<file path="src/rtl/rsc_pkg.sv">
// package: register map, field positions, reset values and states of the standby control block
package rsc_pkg;
   // register byte offsets
   localparam logic [7:0] RSC_OFF_CFG = 8'h00; // command register selector
   localparam logic [7:0] RSC_OFF_CMD = 8'h04; // command word
   localparam logic [7:0] RSC_OFF_REV = 8'h08; // reverse transfer word (standby side)
   localparam logic [7:0] RSC_OFF_STAT = 8'h0c; // status word
   localparam logic [7:0] RSC_OFF_PADDR = 8'h10; // base port addresses
   localparam logic [7:0] RSC_OFF_EVT = 8'h14; // events and mismatch input
   localparam logic [7:0] RSC_OFF_SIZE = 8'h18; // transfer option bit
   // command word bit positions, numbered from 1 at the msb as printed
   localparam int RSC_CMD_OVR = 16 - 16; // keyswitch override
   localparam int RSC_CMD_RUN_A = 16 - 15; // controller A run state
   localparam int RSC_CMD_RUN_B = 16 - 14; // controller B run state
   localparam int RSC_CMD_MISM_RUN = 16 - 13; // mismatch option: stay online
   localparam int RSC_CMD_SWAP1 = 16 - 8; // port 1 swap at switchover
   localparam int RSC_CMD_SWAP2 = 16 - 7;
   localparam int RSC_CMD_SWAP3 = 16 - 6;
   // status word bit positions
   localparam int RSC_ST_MPROT_OFF = 16 - 11; // standby memory protect off
   localparam int RSC_ST_BATT_FAIL = 16 - 12; // standby battery failed
   localparam int RSC_ST_PRIMARY = 16 - 15; // this unit is primary
   localparam int RSC_ST_ONLINE = 16 - 16; // this unit is online
   // reset values
   localparam logic [15:0] RSC_CFG_RST = 16'h0000;
   localparam logic [15:0] RSC_CMD_RST = 16'h0700;
   localparam logic [31:0] RSC_PADDR_RST = 32'h0003_0201;
   // register selection constants
   localparam logic [19:0] RSC_HOLD_BASE = 20'h6_1a80; // holding register 400000
   localparam logic [15:0] RSC_FIXED_MAX = 16'h2328; // 9000
   localparam logic [7:0] RSC_ADDR_MIN = 8'h01;
   localparam logic [7:0] RSC_ADDR_MAX = 8'h77; // 119
   localparam logic [7:0] RSC_ADDR_OFS = 8'h80; // 128
   localparam logic [7:0] RSC_ADDR_TOP = 8'hf7; // 247
   localparam logic [1:0] RSC_RESP_OKAY = 2'b00;
   localparam logic [1:0] RSC_RESP_SLVERR = 2'b10;
   // controller role states
   typedef enum logic [1:0] {
      RSC_OFFLINE = 2'b00,
      RSC_STANDBY = 2'b01,
      RSC_PRIMARY = 2'b10
   } rsc_role_t;
endpackage

</file>
<file path="src/rtl/rsc_sync.sv">
// three flip-flop synchroniser with agreement filter for pin inputs
`timescale 1ns/1ns
module rsc_sync (
   input wire logic aclk,
   input wire logic aresetn,
   input wire logic din,
   output logic dout
);
   logic s1_q;
   logic s2_q;
   logic s3_q;
   // shift chain; first stage only feeds the second
   always_ff @(posedge aclk) begin
      if (!aresetn) begin
         s1_q <= 1'b0;
         s2_q <= 1'b0;
         s3_q <= 1'b0;
      end else begin
         s1_q <= din;
         s2_q <= s1_q;
         s3_q <= s2_q;
      end
   end
   // a change counts once stages two and three agree
   always_ff @(posedge aclk) begin
      if (!aresetn) begin
         dout <= 1'b0;
      end else if (s2_q == s3_q) begin
         dout <= s3_q;
      end
   end
endmodule // rsc_sync

</file>
<file path="src/rtl/rsc_portmap.sv">
// port address assignment for one serial port, swapped on switchover
`timescale 1ns/1ns
module rsc_portmap
   import rsc_pkg::*;
(
   input wire logic aclk,
   input wire logic aresetn,
   input wire logic [7:0] base_addr,
   input wire logic is_primary,
   input wire logic swap_en,
   input wire logic switchover,
   output logic [7:0] addr
);
   logic offset_q; // this unit holds the offset address
   logic hold_q; // a switchover has fixed the offset
   logic [7:0] base;
   // clamp the base into the legal primary range
   assign base = (base_addr < RSC_ADDR_MIN) ? RSC_ADDR_MIN :
                 (base_addr > RSC_ADDR_MAX) ? RSC_ADDR_MAX : base_addr;
   // offset follows the role until a switchover; after that only a switchover moves it
   always_ff @(posedge aclk) begin
      if (!aresetn) begin
         offset_q <= 1'b0;
         hold_q <= 1'b0;
      end else if (switchover) begin
         offset_q <= swap_en && is_primary;
         hold_q <= 1'b1;
      end else if (!hold_q) begin
         offset_q <= !is_primary; // standby side holds the offset
      end
   end
   // output address, at most 247
   always_ff @(posedge aclk) begin
      if (!aresetn) begin
         addr <= RSC_ADDR_MIN;
      end else begin
         addr <= offset_q ? base + RSC_ADDR_OFS : base;
      end
   end
endmodule // rsc_portmap

</file>
<file path="src/rtl/rsc_ctrl.sv">
// redundant controller standby control: command decode, role, switchover, reverse transfer
// How it works
// - selector resets to zero; nonzero n picks holding register 400000 plus n
// - override defaults off; bit 16 set makes command bits control online state
// - override on: startup state from own run bit; program updates refused
// - slide switch input decides whether this unit is A or B
// - override turning on samples bits 14 and 15 at once
// - both run bits zero on enable forces switchover; old primary goes offline
// - bit 14 is B run state; writing 1 while B offline runs it
// - default: mismatch takes standby offline; switchover blocked while offline
// - mismatch option run keeps standby online despite mismatch
// - switchover under mismatch with run option makes standby primary
// - primary port addresses 1 to 119; standby adds 128, max 247
// - offset follows the standby role at switchover by default
// - standby reverse-transfer word is copied back to the primary
// - standby status reports memory protect off bit 11, battery fail bit 12
// - only the primary runs I/O logic; standby runs first portion only
// - configuration loads at startup and accepts runtime command writes
// - nontransfer block: two reverse registers, then the status word; code has one reverse word (0x08) before the status word (0x0c)
// - port 1 swap bit change acts only at the next switchover
//
// Decided for this implementation: the address map and the AXI4-Lite interface to the registers.
`timescale 1ns/1ns
module rsc_ctrl
   import rsc_pkg::*;
(
   input wire logic aclk,
   input wire logic aresetn,
   input wire logic [7:0] s_axi_awaddr,
   input wire logic s_axi_awvalid,
   output logic s_axi_awready,
   input wire logic [31:0] s_axi_wdata,
   input wire logic [3:0] s_axi_wstrb,
   input wire logic s_axi_wvalid,
   output logic s_axi_wready,
   output logic [1:0] s_axi_bresp,
   output logic s_axi_bvalid,
   input wire logic s_axi_bready,
   input wire logic [7:0] s_axi_araddr,
   input wire logic s_axi_arvalid,
   output logic s_axi_arready,
   output logic [31:0] s_axi_rdata,
   output logic [1:0] s_axi_rresp,
   output logic s_axi_rvalid,
   input wire logic s_axi_rready,
   input wire logic slide_sw_b,
   input wire logic keyswitch_run,
   input wire logic peer_online,
   input wire logic peer_primary,
   input wire logic [15:0] peer_rev_word,
   input wire logic peer_fail,
   output logic unit_online,
   output logic unit_primary,
   output logic io_logic_en,
   output logic diag_logic_en,
   output logic update_refused,
   output logic switchover_req,
   output logic [15:0] fwd_cmd_word,
   output logic [15:0] rev_word_out,
   output logic [19:0] cmd_reg_ref,
   output logic [7:0] port1_addr,
   output logic [7:0] port2_addr,
   output logic [7:0] port3_addr
);
   ////////////////////////////////////////////////////////////////////////////
   logic is_b;
   logic key_run;
   logic [15:0] cfg_q;
   logic [15:0] cmd_q;
   logic [15:0] rev_q;
   logic [15:0] rev_in_q;
   logic [31:0] paddr_q;
   logic mism_q;
   logic mprot_off_q;
   logic batt_fail_q;
   logic fixed_q;
   logic ovr_prev_q;
   logic startup_q;
   rsc_role_t role_q;
   logic aw_q;
   logic w_q;
   logic [7:0] awaddr_q;
   logic [31:0] wdata_q;
   logic [3:0] wstrb_q;
   logic wr_fire;
   logic wr_hit;
   logic rd_hit;
   logic [31:0] rd_val;
   logic own_run;
   logic peer_run;
   logic ovr_rise;
   logic go_switch;
   logic mism_off;
   logic [15:0] status_word;
   logic [15:0] wmask;

   ////////////////////////////////////////////////////////////////////////////
   // pin inputs through three-stage synchronisers
   rsc_sync u_sync_ab (
      .aclk(aclk),
      .aresetn(aresetn),
      .din(slide_sw_b),
      .dout(is_b)
   );
   rsc_sync u_sync_key (
      .aclk(aclk),
      .aresetn(aresetn),
      .din(keyswitch_run),
      .dout(key_run)
   );

   ////////////////////////////////////////////////////////////////////////////
   // axi write: take address and data in either order, answer once both held
   assign wr_fire = aw_q && w_q && !s_axi_bvalid;
   assign wr_hit = (awaddr_q[7:2] <= RSC_OFF_SIZE[7:2]) && (awaddr_q != RSC_OFF_STAT);
   always_ff @(posedge aclk) begin
      if (!aresetn) begin
         aw_q <= 1'b0;
         w_q <= 1'b0;
         awaddr_q <= 8'h00;
         wdata_q <= 32'h0000_0000;
         wstrb_q <= 4'h0;
         s_axi_awready <= 1'b1;
         s_axi_wready <= 1'b1;
         s_axi_bvalid <= 1'b0;
         s_axi_bresp <= RSC_RESP_OKAY;
      end else begin
         if (s_axi_awvalid && s_axi_awready) begin
            aw_q <= 1'b1;
            awaddr_q <= {s_axi_awaddr[7:2], 2'b00};
            s_axi_awready <= 1'b0;
         end
         if (s_axi_wvalid && s_axi_wready) begin
            w_q <= 1'b1;
            wdata_q <= s_axi_wdata;
            wstrb_q <= s_axi_wstrb;
            s_axi_wready <= 1'b0;
         end
         if (wr_fire) begin
            s_axi_bvalid <= 1'b1;
            s_axi_bresp <= wr_hit ? RSC_RESP_OKAY : RSC_RESP_SLVERR;
            aw_q <= 1'b0;
            w_q <= 1'b0;
         end else if (s_axi_bvalid && s_axi_bready) begin
            s_axi_bvalid <= 1'b0;
            s_axi_awready <= 1'b1;
            s_axi_wready <= 1'b1;
         end
      end
   end

   // byte lane mask for the low half word
   assign wmask = {{8{wstrb_q[1]}}, {8{wstrb_q[0]}}};

   ////////////////////////////////////////////////////////////////////////////
   // configuration registers: reset load, then runtime writes
   always_ff @(posedge aclk) begin
      if (!aresetn) begin
         cfg_q <= RSC_CFG_RST;
         cmd_q <= RSC_CMD_RST;
         paddr_q <= RSC_PADDR_RST;
         rev_q <= 16'h0000;
         mprot_off_q <= 1'b0;
         batt_fail_q <= 1'b0;
         mism_q <= 1'b0;
         fixed_q <= 1'b0;
      end else if (wr_fire) begin
         unique case (awaddr_q)
            RSC_OFF_CFG: cfg_q <= (cfg_q & ~wmask) | (wdata_q[15:0] & wmask);
            RSC_OFF_CMD: cmd_q <= (cmd_q & ~wmask) | (wdata_q[15:0] & wmask);
            RSC_OFF_REV: rev_q <= (rev_q & ~wmask) | (wdata_q[15:0] & wmask);
            RSC_OFF_PADDR: begin
               if (wstrb_q[0]) paddr_q[7:0] <= wdata_q[7:0];
               if (wstrb_q[1]) paddr_q[15:8] <= wdata_q[15:8];
               if (wstrb_q[2]) paddr_q[23:16] <= wdata_q[23:16];
            end
            RSC_OFF_EVT: if (wstrb_q[0]) begin
               mism_q <= wdata_q[0];
               mprot_off_q <= wdata_q[1];
               batt_fail_q <= wdata_q[2];
            end
            RSC_OFF_SIZE: if (wstrb_q[0]) fixed_q <= wdata_q[0];
            default: ;
         endcase
      end
   end

   // command register reference as a holding register number
   always_ff @(posedge aclk) begin
      if (!aresetn) begin
         cmd_reg_ref <= 20'h0_0000;
      end else begin
         cmd_reg_ref <= (cfg_q == 16'h0000) ? 20'h0_0000 : RSC_HOLD_BASE + {4'h0, cfg_q};
      end
   end

   ////////////////////////////////////////////////////////////////////////////
   // run intent: bit 15 for A, bit 14 for B; keyswitch when override is off
   assign own_run = is_b ? cmd_q[RSC_CMD_RUN_B] : cmd_q[RSC_CMD_RUN_A];
   assign peer_run = is_b ? cmd_q[RSC_CMD_RUN_A] : cmd_q[RSC_CMD_RUN_B];
   assign ovr_rise = cmd_q[RSC_CMD_OVR] && !ovr_prev_q;
   assign mism_off = mism_q && !cmd_q[RSC_CMD_MISM_RUN];
   // switchover: on override enable with both bits zero, or peer primary lost
   assign go_switch = (role_q == RSC_PRIMARY && ovr_rise && !own_run && !peer_run) ||
                      (role_q == RSC_STANDBY && !mism_off && peer_fail);

   always_ff @(posedge aclk) begin
      if (!aresetn) begin
         ovr_prev_q <= 1'b0;
         startup_q <= 1'b1;
      end else begin
         ovr_prev_q <= cmd_q[RSC_CMD_OVR];
         startup_q <= 1'b0;
      end
   end

   ////////////////////////////////////////////////////////////////////////////
   // role state machine
   always_ff @(posedge aclk) begin
      if (!aresetn) begin
         role_q <= RSC_OFFLINE;
      end else begin
         unique case (role_q)
            RSC_OFFLINE: begin
               if (startup_q) begin
                  role_q <= RSC_OFFLINE;
               end else if (!mism_off && (cmd_q[RSC_CMD_OVR] ? own_run : key_run)) begin
                  role_q <= (peer_primary && peer_online) ? RSC_STANDBY : RSC_PRIMARY;
               end
            end
            RSC_STANDBY: begin
               if (mism_off || (cmd_q[RSC_CMD_OVR] ? !own_run : !key_run)) begin
                  role_q <= RSC_OFFLINE;
               end else if (go_switch || !peer_online) begin
                  role_q <= RSC_PRIMARY;
               end
            end
            RSC_PRIMARY: begin
               if (go_switch) begin
                  role_q <= RSC_OFFLINE;
               end else if (cmd_q[RSC_CMD_OVR] ? !own_run : !key_run) begin
                  role_q <= RSC_OFFLINE;
               end
            end
            default: role_q <= RSC_OFFLINE;
         endcase
      end
   end

   ////////////////////////////////////////////////////////////////////////////
   // role outputs and switchover pulse to the peer
   always_ff @(posedge aclk) begin
      if (!aresetn) begin
         unit_online <= 1'b0;
         unit_primary <= 1'b0;
         io_logic_en <= 1'b0;
         diag_logic_en <= 1'b0;
         update_refused <= 1'b0;
         switchover_req <= 1'b0;
      end else begin
         unit_online <= role_q != RSC_OFFLINE;
         unit_primary <= role_q == RSC_PRIMARY;
         io_logic_en <= role_q == RSC_PRIMARY;
         diag_logic_en <= role_q != RSC_OFFLINE;
         update_refused <= cmd_q[RSC_CMD_OVR];
         switchover_req <= go_switch;
      end
   end

   ////////////////////////////////////////////////////////////////////////////
   // forward and reverse transfer of words
   always_ff @(posedge aclk) begin
      if (!aresetn) begin
         fwd_cmd_word <= RSC_CMD_RST;
         rev_word_out <= 16'h0000;
         rev_in_q <= 16'h0000;
      end else begin
         fwd_cmd_word <= cmd_q; // command goes forward, status block does not
         rev_word_out <= (role_q == RSC_STANDBY) ? status_word : 16'h0000;
         if (role_q == RSC_PRIMARY) begin
            rev_in_q <= peer_rev_word;
         end
      end
   end

   // status word of this unit
   always_comb begin
      status_word = rev_q;
      status_word[RSC_ST_MPROT_OFF] = mprot_off_q;
      status_word[RSC_ST_BATT_FAIL] = batt_fail_q;
      status_word[RSC_ST_PRIMARY] = role_q == RSC_PRIMARY;
      status_word[RSC_ST_ONLINE] = role_q != RSC_OFFLINE;
   end

   ////////////////////////////////////////////////////////////////////////////
   // per-port address swapping
   genvar gi;
   generate
      for (gi = 0; gi < 3; gi++) begin : g_port
         logic [7:0] pa;
         rsc_portmap u_pm (
            .aclk(aclk),
            .aresetn(aresetn),
            .base_addr(paddr_q[gi*8 +: 8]),
            .is_primary(role_q == RSC_PRIMARY),
            .swap_en(cmd_q[RSC_CMD_SWAP1 + gi]),
            .switchover(go_switch || (role_q == RSC_STANDBY && !peer_online)),
            .addr(pa)
         );
         if (gi == 0) begin : g_p1
            assign port1_addr = pa;
         end else if (gi == 1) begin : g_p2
            assign port2_addr = pa;
         end else begin : g_p3
            assign port3_addr = pa;
         end
      end
   endgenerate

   ////////////////////////////////////////////////////////////////////////////
   // axi read: one cycle after the address is taken
   assign rd_hit = s_axi_araddr[7:2] <= RSC_OFF_SIZE[7:2];
   always_comb begin
      rd_val = 32'h0000_0000;
      unique case ({s_axi_araddr[7:2], 2'b00})
         RSC_OFF_CFG: rd_val = {16'h0000, cfg_q};
         RSC_OFF_CMD: rd_val = {16'h0000, cmd_q};
         RSC_OFF_REV: rd_val = {16'h0000, rev_in_q};
         RSC_OFF_STAT: rd_val = {16'h0000, status_word};
         RSC_OFF_PADDR: rd_val = {8'h00, paddr_q[23:0]};
         RSC_OFF_EVT: rd_val = {29'h0000_0000, batt_fail_q, mprot_off_q, mism_q};
         RSC_OFF_SIZE: rd_val = {31'h0000_0000, fixed_q};
         default: rd_val = 32'h0000_0000;
      endcase
   end

   always_ff @(posedge aclk) begin
      if (!aresetn) begin
         s_axi_arready <= 1'b1;
         s_axi_rvalid <= 1'b0;
         s_axi_rdata <= 32'h0000_0000;
         s_axi_rresp <= RSC_RESP_OKAY;
      end else if (s_axi_arvalid && s_axi_arready) begin
         s_axi_arready <= 1'b0;
         s_axi_rvalid <= 1'b1;
         s_axi_rdata <= rd_val;
         s_axi_rresp <= rd_hit ? RSC_RESP_OKAY : RSC_RESP_SLVERR;
      end else if (s_axi_rvalid && s_axi_rready) begin
         s_axi_rvalid <= 1'b0;
         s_axi_arready <= 1'b1;
      end
   end
endmodule // rsc_ctrl

</file>
<file path="config.mk">
export PLATFORM = sky130hd
export DESIGN_NAME = rsc_ctrl
export DESIGN_NICKNAME = d
export VERILOG_FILES = /design/src/rtl/rsc_pkg.sv /design/src/rtl/rsc_sync.sv /design/src/rtl/rsc_portmap.sv /design/src/rtl/rsc_ctrl.sv
export SDC_FILE = /design/constraint.sdc
export NUM_CORES = 1
export LEC_CHECK = 0
export BUFFER_PORTS_ARGS = -buffer_cell sky130_fd_sc_hd__buf_2
export CORE_AREA = 2 2 175 194
export CTS_BUF_LIST = sky130_fd_sc_hd__clkbuf_2 sky130_fd_sc_hd__clkbuf_4 sky130_fd_sc_hd__clkbuf_8
export DETAILED_ROUTE_END_ITERATION = 12
export DIE_AREA = 0 0 177 196
export GPL_TIMING_DRIVEN = 0
export PLACE_DENSITY = 0.56
export REMOVE_ABC_BUFFERS = 1
export SLEW_MARGIN = 20
export SYNTH_ARGS = -nofsm -noshare
export SYNTH_HDL_FRONTEND = slang
export SYNTH_SLANG_ARGS = --single-unit
</file>
<file path="constraint.sdc">
create_clock -name aclk -period 4 [get_ports aclk]
set_input_delay 0.8 -clock aclk [delete_from_list [all_inputs] [get_ports aclk]]
set_output_delay 0.8 -clock aclk [all_outputs]
set_load 0.02 [all_outputs]
</file>
==> impl_metrics.csv, run 1 <==
group,metric,value,unit
floorplanning,die_h,196,microns
sta,min_period,2530,ps
final_layout,final_cells,1601,
synth,ys.flop_type,"dfxtp_1",
drt,drc_errors,0,
worst_setup_path,crit_type,"in2reg",
global_route,grt_pass1_vias,7100,
drt,totalWireLength,26.6,mm
clocking,htreeDepth,2,
global_route,grt_pass1_wl,40.3,mm
final_layout,multi_input_area,3710,sq um
pwr,switching_share,23.2,%
synth,synth_top_area_share,54.6,%
placed_design,io_buffer_count,178,
synth,yosys-top-cells-area,"dfxtp_1 (55%), nand2_1 (8.1%), mux2i_1 (4.1%)",
pwr,power.switching,1.18,mW
run_status,status,"finished clean",
pwr,leakage,4.91,nW
worst_setup_path,critPathMaxStageDelay,670,ps
synth,yosys.cell_count.top_type,"dfxtp_1",
synth,async_flop_share,0,%
sta,tightestPinTransition,912,ps
final_layout,drive_above_1_share,25.0,%
worst_setup_path,reg2regPathDepth,4,
floorplanning,die_w,177,microns
worst_setup_path,crit_arrival,3020,ps
clocking,numCtsBuffers,42,
final_layout,stdcell_area,11100,sq um
pwr,total_power,5.10,mW
clocking,cts_tree,"built",
clocking,cts_buffer_depth,3,
sta,timing.final.crit_share,63.3,%
pwr,p_int,3.91,mW
final_layout,syn2layout_area_growth,23.4,%
drt,drt_pass1_iterations,5,
floorplanning,die-area,34700,sq um
synth,synth_area,9010,sq um
worst_setup_path,worst_ep_required_time,4490,ps
floorplanning,initial_core_util,27.4,%
pwr,p_comb_share,4.7,%
sta,skew,11.8,ps
final_layout,n_antenna_cell,0,
worst_setup_path,start_kind,"input port",
final_layout,nNetsFinal,1221,
placed_design,dp_cells,1527,
clocking,clkLatencyLatePin,550,ps
drt,viasPerCell,4.53,
worst_setup_path,reg2reg_slack,1670,ps
placed_design,place_congestion,0.729,
floorplanning,core,32800,sq um
sta,slew_viol_final,0,
drt,antenna_left,0,
synth,ys_types,54,
worst_setup_path,worstSetupEndpoint,"s_axi_rdata[15]",
flow_run,cap_viol_max_count,0,
synth,synth-edff-count,0,
clocking,postCtsHoldBufs,0,
synth,ys_seq_elements,246,
clocking,cts_root_buf,"clkbuf_8",
worst_setup_path,rr_endpoint,"paddr_q[0]",
floorplanning,ios,203,
pwr,vdd_ir_drop_max,0.000200,V
synth,synth_commonest_cells,"dfxtp_1 (246), nand2_1 (194), nor2_1 (77), a21oi_1 (65), o21ai_0 (54)",
worst_setup_path,crit_slowest_cell,"nor4_4",
placed_design,hpwl,18.6,mm
synth,synth_area_per_cell,9.27,sq um
global_route,grtUsageTotal,15.3,%
sta,setup_violations,0,
drt,first_iter_violations,489,
sta,clock.fmax,0.395,GHz
synth,netlist_instances,972,
worst_setup_path,critPathMaxFanout,73,
global_route,antenna_found_initial,0,
min_path,min_path_type,"reg2reg",
final_layout,fillCellCount,3447,
synth,synth-seq-area-share,54.6,%
clocking,clkSinkCount,246,
sta,max_slew_margin,38.8,%
pwr,p_per_area,458,nW/um^2
placed_design,dpl_cell_area,10200,sq um
global_route,grt.overflow.total,0,
sta,finalHoldViolations,0,
worst_setup_path,r2r_start,"awaddr_q[7]",
clocking,cts_resized,0,
drt,vias,7254,
pwr,seqPwrFrac,49.3,%
worst_setup_path,cp-end-kind,"flip-flop",
worst_setup_path,path_cells,"buf_6, buf_16, inv_6, buf_16, nor4_4, buf_6, a22oi_1, nand2_1",
pwr,pwr-share-clk,46.0,%
floorplanning,row_count,70,
worst_setup_path,setup.worst_path.start,"aresetn",
clocking,clkTransAtPathRegs,60,ps
synth,synth_top_area_cell,"dfxtp_1",
clocking,post_cts_buffers,0,
global_route,grt_max_degree,74,
final_layout,seq_area,4920,sq um
drt,wl_per_cell,16.6,microns
synth,yosys_warnings,0,
sta,rsz0062_at_grt,"no",
-- routing by layer --
metal  up-vias  global-route usage, %  part of all wire (%)
met5         -                      0                     0
met4         0                   6.43                   3.4
li1       3627                      -                     -
met3        61                   4.09                   6.7
met1      3353                   18.7                    43
met2       213                   25.1                    47
-- area by class of cell --
| class | count | area share (%) |
|---|---|---|
| flip-flops and latches | 246 | 44.3 |
| repair buffers | 184 | 8.97 |
| well taps | 432 | 4.86 |
| inverters | 17 | 0.619 |
| multi-input cells | 649 | 33.3 |
| clock inverters | 9 | 0.686 |
| clock buffers | 64 | 7.25 |
-- power groups by stage --
| stage | sequential, mW | combinational [mW] | clock, mW |
|---|---|---|---|
| after global placement | 2.56 | 0.235 | 0 |
| after floorplan | 2.57 | 0.107 | 0 |
| after global routing | 2.51 | 0.266 | 2.53 |
| after CTS | 2.51 | 0.245 | 2.42 |
| after detailed placement | 2.56 | 0.245 | 0 |
| final | 2.51 | 0.240 | 2.35 |
-- per-stage QoR --
| step | utilization (%) | setup WS (ps) | TNS (ps) | hold WS [ps] |
|---|---|---|---|---|
| after floorplan | - | 660 | 0 | 412 |
| after global placement | 30.8 | -3350 | -233230 | 421 |
| after detailed placement | 31.1 | 555 | 0 | 423 |
| after CTS | 33.8 | 1140 | 0 | 422 |
| after global routing | 33.9 | 1320 | 0 | 441 |
| final | 33.9 | 1470 | 0 | 430 |
-- worst max-delay path, delay by kind of cell --
kind / cells / cell delay [ps]
compound gates: 1 / 100
buf+inv: 5 / 1260
simple gates: 2 / 750
-- layout by cell type (no fill, tap or decap), types with 2 or more instances in the layout --
cell type / netlist / final
xnor2_1: 5 / 5
nand2b_1: 8 / 7
nor3_1: 8 / 8
buf_2: 16 / 177
nand2_1: 194 / 193
nand4_1: 9 / 9
dfxtp_1: 246 / 246
inv_1: 17 / 16
buf_16: 0 / 2
nand3_1: 41 / 41
and3b_1: 2 / 2
nor2_1: 77 / 76
o21ai_0: 54 / 54
clkbuf_8: 0 / 52
mux4_2: 13 / 13
and3_1: 15 / 15
nand3b_1: 3 / 3
a31o_2: 3 / 3
a22oi_1: 21 / 21
nor2b_1: 9 / 7
o32ai_1: 2 / 2
and2_1: 26 / 25
clkbuf_4: 0 / 12
a21oi_1: 65 / 65
nor4_1: 7 / 7
or3_1: 4 / 4
mux2i_1: 37 / 37
conb_1: 1 / 12
buf_6: 2 / 5
nor4_4: 2 / 2
clkinv_2: 0 / 6
nand4_2: 3 / 3
a31oi_1: 5 / 5
a41o_1: 3 / 3
-- how the worst min path moves through the flow --
stage,start,end,cells after the start
after detailed placement,u_sync_key.s1_q,u_sync_key.s2_q,1
after global routing,slide_sw_b,u_sync_ab.s1_q,2
after floorplan,u_sync_ab.s1_q,u_sync_ab.s2_q,1
final,u_sync_ab.s1_q,u_sync_ab.s2_q,1
after CTS,keyswitch_run,u_sync_key.s1_q,2
after global placement,u_sync_key.s1_q,u_sync_key.s2_q,1
-- kinds of logic (layout without fill, tap and decap cells) --
group,Yosys count,in the layout,synth area share [%]
compound gates,161,161,10.3
xor+xnor,6,6,0.583
fa+ha+maj,1,1,0.139
buf+inv,88,274,4.89
flops,246,246,54.6
mux,51,51,7.48
other cells,1,12,0.0416
simple gates,418,418,22.0
(Power assumes the default switching activity.)
==> run 2: changes to the inputs <==
Settings changed: PLACE_DENSITY 0.56 to 0.58.
Clock period 4 ns to 2.3 ns, I/O delays scaled along.
==> impl_metrics.csv, run 2 (synthesized netlist as in run 1, its figures left out) <==
group,metric,value,unit
sta,rsz0062_at_grt,"no",
drt,antenna_left,0,
sta,timing.final.crit_share,89.6,%
drt,vias,7254,
drt,wl_per_cell,16.6,microns
worst_setup_path,cp-end-kind,"flip-flop",
run_status,status,"finished clean",
final_layout,n_antenna_cell,0,
sta,tightestPinTransition,1090,ps
global_route,grtUsageTotal,15.2,%
sta,finalHoldViolations,0,
sta,min_period,2060,ps
sta,setup_violations,0,
sta,skew,22.0,ps
sta,hold_slack,128,ps
worst_setup_path,start_kind,"input port",
worst_setup_path,crit_arrival,2530,ps
flow_run,cap_viol_max_count,0,
sta,clock.fmax,0.485,GHz
global_route,grt_pass1_wl,40.4,mm
clocking,cts_root_buf,"clkbuf_8",
floorplanning,ios,203,
clocking,cts_buffer_depth,3,
clocking,cts_tree,"built",
final_layout,nNetsFinal,1223,
worst_setup_path,critPathMaxFanout,77,
worst_setup_path,crit_type,"in2reg",
global_route,busiest_layer,"met2",
sta,fin_setup_tns,0,ps
drt,drt_pass1_iterations,5,
placed_design,dp_cells,1527,
global_route,use_met2,25.7,%
pwr,p_per_area,780,nW/um^2
pwr,leakage,4.89,nW
final_layout,layout_commonest_cell,"dfxtp_1",
final_layout,final_cells,1598,
global_route,grt_pass1_vias,7217,
sta,max_slew_margin,27.3,%
placed_design,hpwl,18.8,mm
pwr,total_power,8.64,mW
worst_setup_path,worst_ep_required_time,2770,ps
placed_design,place_congestion,0.738,
clocking,clkSinkCount,246,
floorplanning,die-area,34700,sq um
clocking,clkTransAtPathRegs,60,ps
global_route,grt_max_degree,78,
global_route,grtUsageMet3,3.95,%
global_route,antenna_found_initial,0,
placed_design,io_buffer_count,178,
clocking,htreeDepth,2,
drt,drc_errors,0,
floorplanning,initial_core_util,27.4,%
floorplanning,core,32800,sq um
worst_setup_path,reg2reg_slack,300,ps
global_route,gr-usage-met1,18.5,%
final_layout,layout.cells.most_common_list,"dfxtp_1 (246), nand2_1 (193), buf_2 (177)",
min_path,min_path_type,"in2reg",
sta,slew_viol_final,0,
final_layout,fin_util,33.8,%
floorplanning,row_count,70,
pwr,vdd_ir_drop_max,0.000291,V
final_layout,drive_above_1_share,24.8,%
drt,viasPerCell,4.54,
drt,first_iter_violations,435,
floorplanning,die_h,196,microns
final_layout,syn2layout_area_growth,23.0,%
clocking,clkLatencyLatePin,540,ps
global_route,grt.overflow.total,0,
floorplanning,die_w,177,microns
clocking,numCtsBuffers,40,
drt,totalWireLength,26.5,mm
[run 2: changes by cell type in the layout (fill, tap and decap cells not counted), sizes merged]
cell / change
clkinv: -5
buf: +4
clkbuf: -2
[run 2: final timing paths]
check	from	to	cells past startpoint
worst max-delay path	aresetn	s_axi_rdata[7]	8
worst min-delay path	slide_sw_b	u_sync_ab.s1_q	2
worst max register to register	s_axi_arready	s_axi_rdata[7]	5
worst min register to register	u_sync_key.s1_q	u_sync_key.s2_q	1
[run 2: report_power, final]
group	internal [mW]	switching [mW]
Combinational	0.139	0.284
Sequential	4.32	0.0423
Clock	2.20	1.66
[run 2: layer usage]
layer / vias to the layer above / share of wire [%]
met5: - / 0
met4: 0 / 2.9
met3: 56 / 6.9
met2: 200 / 47
met1: 3371 / 43
li1: 3627 / -
[run 2: through the flow]
stage	setup WS (ps)	cell area (sq um)
after floorplan	-700	8680
after global placement	-4720	10100
after detailed placement	-731	10200
after CTS	-0.500	11100
after global routing	98.8	11100
final	239	11100
[run 2: cell type report]
type	instances	area, sq um
clock buffers	62	759
repair buffers	188	1030
multi-input cells	649	3710
flip-flops and latches	246	4920
well taps	432	541
inverters	17	68.8
clock inverters	4	47.5
fillers	3437	21800
[run 2: critical path, cell delays in order]
cell	delay [ps]
buf_6	270
buf_16	310
inv_6	150
buf_16	270
nor4_4	580
buf_6	240
a22oi_1	90
nand2_1	70
[run 2: timing repair]
| action | CTS | global route |
|---|---|---|
| resized for setup | 1 | 1 |
| endpoints found under the setup margin | 37 | 16 |
| hold buffers | 0 | 0 |
| setup buffers | 3 | 0 |
| pin swaps | 5 | 0 |
==> run 3: changes to the inputs <==
Settings changed: CORE_AREA 2 2 175 194 to 2 2 176 196, DIE_AREA 0 0 177 196 to 0 0 178 198, SYNTH_HIERARCHICAL set to 1, TNS_END_PERCENT set to 100.
==> impl_metrics.csv, run 3 <==
group,metric,value,unit
clocking,clkSinkCount,248,
synth,synth_top_area_share,53.9,%
run_status,status,"finished clean",
worst_setup_path,start_kind,"input port",
sta,max_slew_margin,44.7,%
final_layout,syn2layout_area_growth,23.1,%
worst_setup_path,reg2reg_slack,180,ps
drt,drc_errors,0,
sta,setup_ws,163,ps
sta,tightestPinTransition,826,ps
worst_setup_path,worst_ep_required_time,2760,ps
synth,yosys-top-cells-area,"dfxtp_1 (54%), nand2_1 (7.3%), mux2i_1 (5.8%)",
worst_setup_path,cpLargestDelayFamily,"simple AND/OR/NAND/NOR gates",
pwr,vdd_ir_drop_max,0.000286,V
placed_design,io_buffer_count,178,
pwr,p_comb_share,5.7,%
synth,synth_top_family_by_area,"simple AND/OR/NAND/NOR gates",
synth,synth_commonest_cells,"dfxtp_1 (248), nand2_1 (180), a21oi_1 (103), nor2_1 (73), nand3_1 (60)",
global_route,grt_max_degree,101,
sta,clock.fmax,0.468,GHz
pwr,p_int,6.76,mW
global_route,grt.overflow.total,0,
final_layout,layout.cells.most_common_list,"dfxtp_1 (248), nand2_1 (179), buf_2 (177)",
placed_design,place_congestion,0.824,
global_route,grt_pass1_vias,7518,
final_layout,drive_above_1_share,24.1,%
worst_setup_path,crit_type,"in2reg",
flow_run,cap_viol_max_count,0,
synth,ys_seq_elements,248,
sta,skew,10.5,ps
drt,antenna_left,0,
drt,vias,7555,
sta,fin_setup_tns,0,ps
floorplanning,die_w,178,microns
synth,synth_top_area_cell,"dfxtp_1",
floorplanning,initial_core_util,27.5,%
sta,min_period,2140,ps
drt,viasPerCell,4.59,
floorplanning,die-area,35200,sq um
pwr,switching_share,23.8,%
worst_setup_path,r2r_start,"awaddr_q[2]",
sta,slew_viol_final,0,
clocking,clkLatencyLatePin,550,ps
final_layout,stdcell_area,11300,sq um
clocking,cts_tree,"built",
worst_setup_path,setup.worst_path.start,"s_axi_araddr[3]",
pwr,leakage,4.85,nW
floorplanning,row_count,71,
worst_setup_path,crit_slowest_cell,"or4_4",
worst_setup_path,path_cells,"buf_2, or4_4, nor3_4, o2bb2ai_1, a221oi_1, o21ai_0",
min_path,min_path_type,"in2reg",
worst_setup_path,critPathMaxStageDelay,670,ps
pwr,seqPwrFrac,50.2,%
synth,yosys.cell_count.top_type,"dfxtp_1",
clocking,clkTransAtPathRegs,60,ps
global_route,grt_pass1_wl,42.7,mm
sta,finalHoldViolations,0,
floorplanning,core,33500,sq um
placed_design,dpl_cell_area,10500,sq um
floorplanning,ios,203,
synth,synth_xor_xnor_area_share,0.570,%
clocking,htreeDepth,2,
pwr,p_per_area,783,nW/um^2
worst_setup_path,reg2regPathDepth,4,
final_layout,final_cells,1645,
synth,synthAdderAreaFrac,0.136,%
synth,synth-edff-count,0,
synth,synthMuxAreaShare,5.76,%
clocking,cts_buffer_depth,3,
drt,totalWireLength,27.9,mm
drt,drt_pass1_iterations,4,
synth,synth-compound-area-share,13.5,%
sta,hold_slack,120,ps
synth,synth-seq-area-share,53.9,%
clocking,postCtsHoldBufs,0,
worst_setup_path,crit_arrival,2600,ps
worst_setup_path,worstSetupEndpoint,"s_axi_rdata[12]",
global_route,antenna_found_initial,3,
final_layout,nNetsFinal,1258,
sta,setup_violations,0,
clocking,numCtsBuffers,39,
drt,wl_per_cell,17.0,microns
final_layout,layout_commonest_cell,"dfxtp_1",
sta,rsz0062_at_grt,"no",
synth,ys_types,57,
worst_setup_path,cp-end-kind,"flip-flop",
clocking,cts_root_buf,"clkbuf_8",
synth,synth_area_per_cell,9.15,sq um
pwr,power.switching,2.12,mW
synth,yosys.area_share.simple,21.9,%
drt,first_iter_violations,410,
synth,ys.flop_type,"dfxtp_1",
synth,netlist_instances,1007,
synth,synth_area,9220,sq um
placed_design,hpwl,19.5,mm
worst_setup_path,critPathMaxFanout,22,
sta,timing.final.crit_share,92.9,%
pwr,pwr-share-clk,44.1,%
synth,yosys_warnings,6,
worst_setup_path,cp.depth,6,
placed_design,dp_cells,1570,
placed_design,place_worst_setup_slack,-905,ps
floorplanning,die_h,198,microns
global_route,grtUsageTotal,15.7,%
worst_setup_path,crit_buf_inv,1,
synth,async_flop_share,0,%
==> run 3: timing repair <==
| item | in CTS | in global routing |
|---|---|---|
| resized for setup | 3 | 1 |
| pin swaps | 1 | 2 |
| endpoints found under the setup margin | 45 | 10 |
| buffers inserted | 1 | 2 |
| endpoints found under the hold margin | 0 | 0 |
| cloned | 0 | 1 |
==> run 3: metrics by stage <==
step	power (mW)	util [%]
after global routing	9.24	33.9
final	8.88	33.9
after global placement	5.03	30.9
after CTS	9.00	33.8
after floorplan	4.80	-
after detailed placement	5.06	31.3
==> run 3: area by class of cell <==
| class | count | area [sq um] |
|---|---|---|
| Fill cell | 3478 | 22200 |
| Timing Repair Buffer | 188 | 1010 |
| Tap cell | 438 | 548 |
| Inverter | 10 | 45.0 |
| Sequential cell | 248 | 4960 |
| Antenna cell | 3 | 7.51 |
| Multi-Input combinational cell | 690 | 3950 |
| Clock buffer | 64 | 768 |
| Clock inverter | 4 | 45.0 |
==> run 3: logic make-up after synthesis <==
group | count (synthesis)
DFF | 248
buffers and inverters | 81
other | 1
xor gates and xnor gates | 6
adders and majority gates | 1
and+or+nand+nor | 421
muxes | 53
AOI/OAI and AO/OA | 196
==> run 3: worst min path at each step <==
stage                    start              end  cells past startpoint
6_report         keyswitch_run  u_sync_key/s1_q                      2
5_1_grt             slide_sw_b   u_sync_ab/s1_q                      2
4_1_cts          keyswitch_run  u_sync_key/s1_q                      2
3_5_place_dp   u_sync_key/s1_q  u_sync_key/s2_q                      1
3_3_place_gp   u_sync_key/s1_q  u_sync_key/s2_q                      1
2_1_floorplan   u_sync_ab/s1_q   u_sync_ab/s2_q                      1
==> run 3: power groups by stage <==
stage          registers, mW  logic [mW]  clock network, mW
2_1_floorplan           4.56       0.240                  0
3_3_place_gp            4.55       0.487                  0
3_5_place_dp            4.55       0.508                  0
4_1_cts                 4.46       0.510               4.04
5_1_grt                 4.47       0.562               4.21
6_report                4.46       0.505               3.92
==> run 3: metal layers <==
metal | up-vias | wire length [microns] | GRT usage, %
li1 | 3780 | - | -
met1 | 3512 | 12000 | 19.1
met2 | 209 | 13300 | 26.5
met3 | 54 | 1810 | 4.05
met4 | 0 | 853 | 6.10
met5 | - | 0 | 0
